### config.mk
export PLATFORM = sky130hd
export DESIGN_NAME = laser_run_fault_supervisor
export DESIGN_NICKNAME = d
export VERILOG_FILES = /design/src/verilog/laser_sup_pkg.sv /design/src/verilog/laser_run_fault_supervisor.sv
export SDC_FILE = /design/constraint.sdc
export NUM_CORES = 1
export LEC_CHECK = 0
export BUFFER_PORTS_ARGS = -buffer_cell sky130_fd_sc_hd__buf_4
export CORE_MARGIN = 4
export CORE_UTILIZATION = 40
export DETAILED_ROUTE_END_ITERATION = 6
export PLACE_DENSITY_LB_ADDON = 0.3
export SKIP_LAST_GASP = 1
export SLEW_MARGIN = 20
export SYNTH_ARGS = -nofsm -noshare
export SYNTH_HDL_FRONTEND = slang
export SYNTH_SLANG_ARGS = --single-unit
### constraint.sdc
create_clock -name sys_clk -period 4.26 [get_ports sys_clk]
set_clock_uncertainty 0.05 [all_clocks]
set_input_delay 0.852 -clock sys_clk [delete_from_list [all_inputs] [get_ports sys_clk]]
set_output_delay 0.852 -clock sys_clk [all_outputs]
set_load 0.02 [all_outputs]
### src/verilog/laser_sup_pkg.sv
// Package with constants, register map and types for the laser run supervisor
package laser_sup_pkg;

    localparam int unsigned ADDR_W = 4;

    // Register byte offsets
    localparam logic [ADDR_W-1:0] CTRL_OFF   = 4'h0;
    localparam logic [ADDR_W-1:0] STATUS_OFF = 4'h4;
    localparam logic [ADDR_W-1:0] IRQ_OFF    = 4'h8;
    localparam logic [ADDR_W-1:0] MASK_OFF   = 4'hC;

    // Control fields
    localparam int unsigned CTRL_DUTY_LIMIT_LSB = 0;
    localparam int unsigned CTRL_DUTY_LIMIT_W   = 8;
    localparam int unsigned CTRL_WINDOW_LSB     = 8;
    localparam int unsigned CTRL_WINDOW_W       = 8;
    localparam logic [7:0]  DUTY_LIMIT_RST      = 8'h80;
    localparam logic [7:0]  WINDOW_RST          = 8'hFF;

    // Interrupt event bit positions
    localparam int unsigned EV_LATCH   = 0;
    localparam int unsigned EV_TERM    = 1;
    localparam int unsigned EV_DUTY    = 2;
    localparam int unsigned EV_REFLECT = 3;
    localparam int unsigned EV_RECOVER = 4;
    localparam int unsigned EV_W       = 5;
    localparam logic [EV_W-1:0] MASK_RST = 5'h00;

    // Cycles the latching shutdown may take to show on the summary line
    localparam int unsigned CLK_MHZ         = 25;
    localparam int unsigned FAULT_REPORT_US = 1;
    localparam int unsigned FAULT_REPORT_CYC = FAULT_REPORT_US * CLK_MHZ;

    // Last count of the power-up self check (nine cycles in ST_CHECK)
    localparam logic [3:0] POWERUP_CYC = 4'h8;

    typedef enum logic [1:0] {
        ST_CHECK   = 2'b00,
        ST_IDLE    = 2'b01,
        ST_RUN     = 2'b10,
        ST_LATCHED = 2'b11
    } sup_state_t;

endpackage

### src/verilog/laser_run_fault_supervisor.sv
// Run permit, pulse gating and fault classification with Wishbone registers
`timescale 1ns/1ps
module laser_run_fault_supervisor
    import laser_sup_pkg::*;
(
    input  wire logic              sys_clk,
    input  wire logic              rst,
    // Wishbone classic slave
    input  wire logic              cyc_i,
    input  wire logic              stb_i,
    input  wire logic              we_i,
    input  wire logic [ADDR_W-1:0] adr_i,
    input  wire logic [3:0]        sel_i,
    input  wire logic [31:0]       dat_i,
    output logic      [31:0]       dat_o,
    output logic                   ack_o,
    output logic                   irq,
    // Real-time port from the machine controller
    input  wire logic              runPermit,
    input  wire logic              pulseCmd,
    // Internal condition sensors (asynchronous)
    input  wire logic              overTemp,
    input  wire logic              shutterFault,
    input  wire logic              reflectHigh,
    input  wire logic              termCondition,
    // Outputs
    output logic                   laserOn,
    output logic                   systemFault,
    output logic                   latchFaultFlag,
    output logic                   duty_excess_flag,
    output logic                   reflect_excess_flag
);

    typedef struct packed {
        logic [1:0]      permitS;
        logic [1:0]      pulseS;
        logic [1:0]      tempS;
        logic [1:0]      shutS;
        logic [1:0]      reflS;
        logic [1:0]      termS;
        sup_state_t      state;
        logic [3:0]      checkCnt;
        logic            termLatched;
        logic            permitSeen;
        logic [7:0]      winCnt;
        logic [7:0]      onCnt;
        logic [7:0]      dutyLimit;
        logic [7:0]      winLen;
        logic [EV_W-1:0] irqStat;
        logic [EV_W-1:0] irqMask;
        logic            ack;
        logic [31:0]     rdata;
        logic            laser;
        logic            sysFault;
        logic            latchOut;
        logic            dutyOut;
        logic            reflOut;
    } sup_t;

    sup_t st_reg;
    sup_t st_next;

    function automatic logic [1:0] sync2(input logic [1:0] s, input logic d);
        return {s[0], d};
    endfunction

    function automatic logic [7:0] merge8(input logic [7:0] old,
                                          input logic [7:0] nw,
                                          input logic       en);
        return en ? nw : old;
    endfunction

    logic permit;
    logic pulse;
    logic latchCond;
    logic reflActive;
    logic dutyOver;
    logic busReq;
    logic [EV_W-1:0] events;

    assign permit     = st_reg.permitS[1];
    assign pulse      = st_reg.pulseS[1];
    assign latchCond  = st_reg.tempS[1] | st_reg.shutS[1];
    assign reflActive = st_reg.reflS[1];
    assign busReq     = cyc_i & stb_i & ~st_reg.ack;
    // Duty budget spent inside the current window
    assign dutyOver   = st_reg.onCnt >= st_reg.dutyLimit;

    always_comb begin
        st_next = st_reg;
        events  = '0;

        st_next.permitS = sync2(st_reg.permitS, runPermit);
        st_next.pulseS  = sync2(st_reg.pulseS, pulseCmd);
        st_next.tempS   = sync2(st_reg.tempS, overTemp);
        st_next.shutS   = sync2(st_reg.shutS, shutterFault);
        st_next.reflS   = sync2(st_reg.reflS, reflectHigh);
        st_next.termS   = sync2(st_reg.termS, termCondition);
        st_next.permitSeen = permit;

        case (st_reg.state)
            ST_CHECK: begin
                // Power-up self check for terminal conditions
                if (st_reg.termS[1]) begin
                    st_next.termLatched = 1'b1;
                end
                if (st_reg.checkCnt == POWERUP_CYC) begin
                    st_next.state = ST_IDLE;
                    if (st_reg.termLatched | st_reg.termS[1]) begin
                        events[EV_TERM] = 1'b1;
                    end
                end else begin
                    st_next.checkCnt = st_reg.checkCnt + 4'h1;
                end
            end
            ST_IDLE: begin
                if (latchCond) begin
                    st_next.state = ST_LATCHED;
                    events[EV_LATCH] = 1'b1;
                end else if (permit & ~st_reg.termLatched) begin
                    st_next.state = ST_RUN;
                end
            end
            ST_RUN: begin
                if (latchCond) begin
                    st_next.state = ST_LATCHED;
                    events[EV_LATCH] = 1'b1;
                end else if (~permit) begin
                    st_next.state = ST_IDLE;
                end
            end
            ST_LATCHED: begin
                // Stays halted until permit falls with the cause removed
                if (~latchCond & st_reg.permitSeen & ~permit) begin
                    st_next.state = ST_IDLE;
                    events[EV_RECOVER] = 1'b1;
                end
            end
            default: begin
                st_next.state = ST_LATCHED;
            end
        endcase

        // Duty window: pulse-on time counted per fixed window
        if (st_reg.winCnt >= st_reg.winLen) begin
            st_next.winCnt = 8'h00;
            st_next.onCnt  = 8'h00;
        end else begin
            st_next.winCnt = st_reg.winCnt + 8'h01;
            if (pulse & ~dutyOver) begin
                st_next.onCnt = st_reg.onCnt + 8'h01;
            end
        end

        // Output gating
        st_next.laser = pulse & (st_reg.state == ST_RUN) & permit
                      & ~latchCond & ~st_reg.termLatched
                      & ~dutyOver & ~reflActive;
        st_next.dutyOut = pulse & dutyOver;
        st_next.reflOut = pulse & reflActive;
        // Dedicated latching line apart from summary
        st_next.latchOut = (st_reg.state == ST_LATCHED) | latchCond;
        // Summary registered in the same cycle as shutdown
        st_next.sysFault = (st_reg.state == ST_LATCHED) | latchCond
                         | st_reg.termLatched;
        if (pulse & dutyOver & ~st_reg.dutyOut) begin
            events[EV_DUTY] = 1'b1;
        end
        if (pulse & reflActive & ~st_reg.reflOut) begin
            events[EV_REFLECT] = 1'b1;
        end

        // Wishbone slave, ack one cycle after request
        st_next.ack = busReq;
        if (busReq) begin
            st_next.rdata = 32'h0000_0000;
            case (adr_i)
                CTRL_OFF: begin
                    st_next.rdata = {16'h0000, st_reg.winLen,
                                     st_reg.dutyLimit};
                    if (we_i) begin
                        st_next.dutyLimit = merge8(st_reg.dutyLimit,
                                                   dat_i[7:0], sel_i[0]);
                        st_next.winLen = merge8(st_reg.winLen,
                                                dat_i[15:8], sel_i[1]);
                    end
                end
                STATUS_OFF: begin
                    st_next.rdata = {24'h000000, 1'b0, st_reg.termS[1],
                                     latchCond, st_reg.termLatched,
                                     reflActive, dutyOver,
                                     st_reg.state};
                end
                IRQ_OFF: begin
                    st_next.rdata = {27'h0000000, st_reg.irqStat};
                end
                MASK_OFF: begin
                    st_next.rdata = {27'h0000000, st_reg.irqMask};
                    if (we_i & sel_i[0]) begin
                        st_next.irqMask = dat_i[EV_W-1:0];
                    end
                end
                default: begin
                    st_next.rdata = 32'h0000_0000;
                end
            endcase
        end

        // Read clears status; a new event in the same cycle wins
        if (busReq & ~we_i & (adr_i == IRQ_OFF)) begin
            st_next.irqStat = events;
        end else begin
            st_next.irqStat = st_reg.irqStat | events;
        end

        if (rst) begin
            st_next          = '0;
            st_next.state    = ST_CHECK;
            st_next.dutyLimit = DUTY_LIMIT_RST;
            st_next.winLen   = WINDOW_RST;
            st_next.irqMask  = MASK_RST;
        end
    end

    always_ff @(posedge sys_clk) begin
        st_reg <= st_next;
    end

    assign dat_o               = st_reg.rdata;
    assign ack_o               = st_reg.ack;
    assign irq                 = |(st_reg.irqStat & st_reg.irqMask);
    assign laserOn             = st_reg.laser;
    assign systemFault         = st_reg.sysFault;
    assign latchFaultFlag      = st_reg.latchOut;
    assign duty_excess_flag    = st_reg.dutyOut;
    assign reflect_excess_flag = st_reg.reflOut;

endmodule // laser_run_fault_supervisor

==> results of run 1 <==
==> cells in the mapped netlist, types with 2 or more instances <==
cell and number:
dfxtp_1 84, or4_1 3, a22oi_1 18, ha_1 24, a32oi_1 2, inv_1 27
buf_4 32, nand2_1 25, nand4_1 5, nand3_1 15, xor2_1 8, mux4_2 4
o31ai_1 4, or3_1 5, nor2_1 60, nand3b_1 10, a21oi_1 16, o21ai_0 5
nor3_1 4, nor3b_1 3, a211oi_1 3, nor2b_1 13, clkbuf_1 14, and3_1 4
xnor2_1 3, mux2i_1 15
==> final cells by class <==
type	instances	area share [%]
inverter	27	2.25
tap	129	3.59
timing repair buffer	57	9.51
clock buffer	9	2.75
sequential	84	37.4
clock inverter	7	1.67
multi-input combinational	286	42.9
==> per-stage QoR <==
stage / instance area [sq um] / util (%) / hold slack (ns) / cells
4_1_cts: 4500 / 47.8 / 0.395 / 599
3_5_place_dp: 4300 / 45.7 / 0.376 / 583
6_report: 4500 / 47.8 / 0.394 / 599
3_3_place_gp: 4300 / 45.7 / 0.370 / 583
5_1_grt: 4500 / 47.8 / 0.415 / 599
2_1_floorplan: 4000 / - / 0.364 / 444
==> per-layer routing <==
metal  routed length (um)  up-vias  GRT usage (%)  part of all wire (%)
met4                  223        0           7.03                   2.7
met1                 3840     1422           19.8                    46
met2                 3770       79           23.5                    45
li1                     -     1493              -                     -
met5                    0        -              0                     0
met3                  453       17           3.78                   5.5
==> logic make-up (layout without fill, tap and decap cells) <==
logic type,count (synthesis),after routing,share of synthesized area (%)
AOI/OAI and AO/OA,61,61,11.6
xor gates and xnor gates,11,11,2.44
adders and majority gates,24,24,7.61
buffers and inverters,74,100,10.1
DFF,84,84,42.6
muxes,20,20,6.37
other,1,16,0.0950
and+or+nand+nor,154,154,19.2
==> worst min-delay path by stage <==
| stage | from | end | slack, ns |
|---|---|---|---|
| 6_report | st_reg[94]$_SDFF_PP0_ | st_reg[95]$_SDFF_PP0_ | 0.39 |
| 5_1_grt | st_reg[96]$_SDFF_PP0_ | pulse$_SDFF_PP0_ | 0.41 |
| 4_1_cts | st_reg[94]$_SDFF_PP0_ | st_reg[95]$_SDFF_PP0_ | 0.40 |
| 3_5_place_dp | st_reg[94]$_SDFF_PP0_ | st_reg[95]$_SDFF_PP0_ | 0.38 |
| 3_3_place_gp | st_reg[94]$_SDFF_PP0_ | st_reg[95]$_SDFF_PP0_ | 0.37 |
| 2_1_floorplan | st_reg[98]$_SDFF_PP0_ | permit$_SDFF_PP0_ | 0.36 |
==> cell usage in the layout, fill, tap and decap left out, types with 2 or more instances in the layout <==
master,count
nor3b_1,3
o31ai_1,4
clkbuf_8,9
xnor2_1,3
a21oi_1,16
and3_1,4
ha_1,24
a22oi_1,18
or3_1,5
a211oi_1,3
nor2b_1,13
or4_1,3
xor2_1,8
nor2_1,60
dfxtp_1,84
mux4_2,4
nand3b_1,10
inv_1,27
buf_4,57
a32oi_1,2
nand3_1,15
clkinvlp_4,3
nand4_1,5
nand2_1,25
o21ai_0,5
conb_1,16
nor3_1,4
mux2i_1,15
==> power groups by stage <==
stage | registers, mW | logic, mW | clock network, mW
2_1_floorplan | 0.842 | 0.113 | 0
3_3_place_gp | 0.845 | 0.145 | 0
3_5_place_dp | 0.847 | 0.151 | 0
4_1_cts | 0.829 | 0.152 | 0.583
5_1_grt | 0.832 | 0.170 | 0.612
6_report | 0.829 | 0.150 | 0.569
==> run metrics, run 1 <==
status complete, no violations; min Tclk post-route 2.35 ns; internal power 1.14 mW; CP arrival 2.55 ns; switch share 26.0%; post-CTS setup buffer count 0; Critical Path Stages 7; Top FF cell, synth dfxtp_1; Resized cells post-CTS 0; CTS tree done; Min-Delay Path Class reg2reg; critical path type in2reg; Netlist cell types 49; ANT cells 0; worst hold stages 1; Syn Inst Count 429; switching power total 0.403 mW; gr usage total 15.1%; DP Wirelength 6.20 mm; clk slew on worst S/H paths 0.08 ns; CP endpoint st_reg[63]$_SDFFE_PP1P_; total of max-cap violations 0; Final Cycle Share a little under three fifths; clock share of power 36.8%; pre-CTS setup slack 1.55 ns; DIE AREA 0.0115 sq mm; critical path peak fanout 23; Largest register FFs 59; Fillers 906; CP Launch Type input port; Layout Nets 540; gpl congestion just over 0.8; Area growth syn-to-layout 14.0%; worst vdd ir between 0.15 and 0.2 mV; RSZ-0062 raised after global routing false; Yosys Warn Count 0; Post-synth ARST share 0%; Hold Violations, Final 0; #FFs+latches synth 84; Cell Area, Synth 0.00395 sq mm; area of the multi-input gates just under 0.002 sq mm; Lkg Pwr about 2.0 nW; cell breakdown of the critical path buf_4 > nand3b_1 > buf_4 > nor4_2 > buf_4 > nand3_1 > a211o_1; DRT Pass-1 Iters 4; Worst setup startpoint stb_i; Fmax around 430 MHz; drc violations 0; Starting DRT DRC Count roughly 130; clock latency on the worst-skew pair 0.36 ns; R2R depth 7; Worst Path Buf+Inv 3; die width 107 um; core area approximately 0.0094 sq mm; Tot Pwr 1.55 mW; post-route setup slack 1.91 ns; setup TNS 0 ns; final WL 8.28 mm; max-slew violation count 0; Largest stage delay, worst path 0.44 ns; Routed Antenna Nets 0; synthesized area per cell 9.20 sq um; die height 107 um; grt ovf 0; CTS Sinks 84; delay-heaviest family, CP simple AND/OR/NAND/NOR gates; ratio of cells with drive above 1 in the final layout 18.7%; Rows 35; vias in the first global route 2879; IO Count 90; largest net degree at the start of global routing 69; Longest Clk Path Bufs 2; antenna violations before repair 0; Initial Util 41.9%; hold-fix buffers at CTS 0; root buffer cell clkbuf_8; worst reg2reg path endpoint st_reg[71]$_SDFFE_PP0P_; CP max stage cell nand3_1; sequential area share after synthesis 42.6%; Synth top area share 42.6%; # port buffers 55; crit end category flip-flop; Critical Path RT 4.45 ns; vias after detailed routing 3011; Pwr Density 344 mW/mm^2; Tightest Pin Transition 0.663 ns; Worst slew margin 55.8%; Logic pwr share 9.7%; crit-path most repeated cell buf_4; cell taking the most area after synthesis dfxtp_1; Num CTS Buffers 9; Seq pwr share 53.5%; FF-to-FF setup slack 1.94 ns; DR vias/cell 5.03; Synth area leaders dfxtp_1, ha_1, buf_4; Routed WL per cell about 14 um; Post-synth EDFFs 0; total area of sequential cells approximately 0.0017 sq mm; count of final setup violators 0; first-pass GRT wire length 13.8 mm; H-tree depth 3; worst r2r src st_reg[57]$_SDFFE_PP0P_
(Power assumes the default switching activity.)
==> run 2, diff against run 1 <==
- ABC_AREA: not set -> 1
- clock period: 4.26 -> 1.93 ns (I/O delays scaled with it)
==> run 2 against run 1 <==
Global-route usage up 0.70 points. Routed wire length up 4.3%. Setup slack worse by 1.7 ns. Core utilization down 0.93 points. Register-to-register slack worse by 1.8 ns. Power up 140%.
==> run metrics, run 2 <==
status complete, no violations; Rows 36; vias after detailed routing around 3.2k; Initial Util ~41%; final WL approximately 8.6 mm; post-CTS setup buffer count 0; DR vias/cell about 4.7; total area of sequential cells approximately 0.0017 sq mm; antenna violations before repair 0; Cell Area, Synth 0.00395 sq mm; IO Count 90; #FFs+latches synth 84; Post-synth EDFFs 0; first-pass GRT wire length 14.5 mm; # port buffers 55; Fmax between 500 and 600 MHz; CP Launch Type flip-flop; Hold Violations, Final 0; vias in the first global route 3083; Synth area leaders dfxtp_1, ha_1, a21oi_1; Pwr Density between 800 and 900 mW/mm^2; most frequent cells in the layout dfxtp_1, inv_1, nand2_1; largest net degree at the start of global routing 26; commonest cells in the netlist dfxtp_1, inv_1, nand2_1, a21oi_1, nor2_1; drc violations 0; DP Wirelength 6.55 mm; ratio of cells with drive above 1 in the final layout 16.7%; synthesized area per cell just under 8 sq um; grt ovf 0; root buffer cell clkbuf_8; total of max-cap violations 0; Largest stage delay, worst path 0.31 ns; Post-Synth Simple-Gate Area ~17%; CP max stage cell dfxtp_1; DRT Pass-1 Iters 4; count of final setup violators 0; area of the multi-input gates 0.00174 sq mm; Resized cells post-CTS 0; Yosys Warn Count 0; Layout Utilization 46.9%; CTS Sinks between 80 and 90; worst vdd ir 0.419 mV; Syn Inst Count 500; Min-Delay Path Class in2reg; Fillers 969; Netlist cell types 33; Post-synth ARST share 0%; sequential area share after synthesis 42.5%; Post-Synth Adder-Cell Area 7.60%; worst r2r src st_reg[69]$_SDFFE_PP0P_; CP arrival between 1 and 1.5 ns; Worst Path Buf+Inv 2; Top FF cell, synth dfxtp_1; delay-heaviest family, CP compound AO/OA/AOI/OAI gates; hold wc startpoint pulseCmd; clk slew on worst S/H paths 0.09 ns; DIE AREA 0.0115 sq mm; Num CTS Buffers 9; Routed WL per cell 12.6 um; CTS tree done; Critical Path RT 1.49 ns; Synth top area share 42.5%; crit end category output pin; most common cell in the netlist dfxtp_1; Synth Area in Compound Gates 15.5%; gr usage total 15.8%; Final Cycle Share between 90% and 100%; critical path peak fanout 3; Starting DRT DRC Count 128; Largest register FFs 59; XOR/XNOR Fraction of Synth Area 2.22%; cell breakdown of the critical path inv_1 > o22ai_1 > a21oi_1 > o221ai_1 > buf_4; hold-fix buffers at CTS 0; largest family of logic cells by synthesized area simple AND/OR/NAND/NOR gates; post-synthesis mux area share 0%; cell taking the most area after synthesis dfxtp_1; H-tree depth 3; Routed Antenna Nets 0; Layout Nets 620; Area growth syn-to-layout 14.8%; clock latency on the worst-skew pair 0.36 ns; Worst slew margin 65.6%; max-slew violation count 0; die width 107 um; Longest Clk Path Bufs 2; critical path type reg2out; setup TNS 0 ns; Tightest Pin Transition 0.515 ns; min Tclk post-route 1.76 ns; RSZ-0062 raised after global routing false; gpl congestion between 0.8 and 0.9; most common cell after layout, fill and taps aside dfxtp_1; ANT cells 0; core area 0.00968 sq mm; die height approximately 110 um; Worst setup startpoint st_reg[42]$_SDFFE_PP0P_; Lkg Pwr 2.04 nW
-- run 2: cell types whose count changed in the layout (fill, tap and decap cells not counted), sizes merged, moves of 10 or more --
cell / change
inv: +47
mux2i: -15
nor2b: -13
o21ai: +29
nand2: +42
nand3b: -10
a21oi: +36
o22ai: +12
-- run 2: power by group --
group          leakage (nW)  internal (mW)  switching (mW)
combinational          1.25          0.200           0.347
sequential            0.682           1.81          0.0568
clock                 0.100          0.604           0.648
-- run 2: final cells by class --
class / instances / share of cell area [%]
inverters: 74 / 6.15
clock inverters: 7 / 1.63
clock buffers: 9 / 2.73
multi-input cells: 313 / 38.4
flip-flops and latches: 84 / 37.0
repair buffers: 63 / 10.4
well taps: 133 / 3.67
-- run 2: metrics by stage --
stage	instances	hold slack, ns	setup slack [ns]	power, mW	instance area [sq um]
5_1_grt	683	0.171	0.0278	3.88	4540
6_report	683	0.175	0.175	3.67	4540
3_5_place_dp	667	0.345	0.219	2.45	4340
2_1_floorplan	515	0.338	0.277	2.30	4010
3_3_place_gp	667	0.345	0.252	2.42	4340
4_1_cts	683	0.159	0.180	3.69	4540
-- run 2: logic make-up after synthesis --
family          Yosys count
compound gates          113
xor+xnor                 10
fa+ha+maj                24
buf+inv                 118
flops                    84
other cells               1
simple gates            150
-- run 2: layer usage --
metal	share of wire, %	track usage, %
met2	45	24.8
met1	48	21.2
met5	0	0
met4	1.6	5.86
met3	5.5	3.84
-- run 2: path summary, 6_finish.rpt --
check | depth (start not counted) | to | slack, ns
max | 5 | irq | 0.17
min | 3 | st_reg[96]$_SDFF_PP0_ | 0.17
min reg2reg | 2 | st_reg[93]$_SDFF_PP0_ | 0.35
max reg2reg | 8 | st_reg[69]$_SDFFE_PP0P_ | 0.18
-- run 2: tightest hold or removal path: stages --
cell	delay, ns
buf_4	0.07
inv_1	0.03
nor2_1	0.06
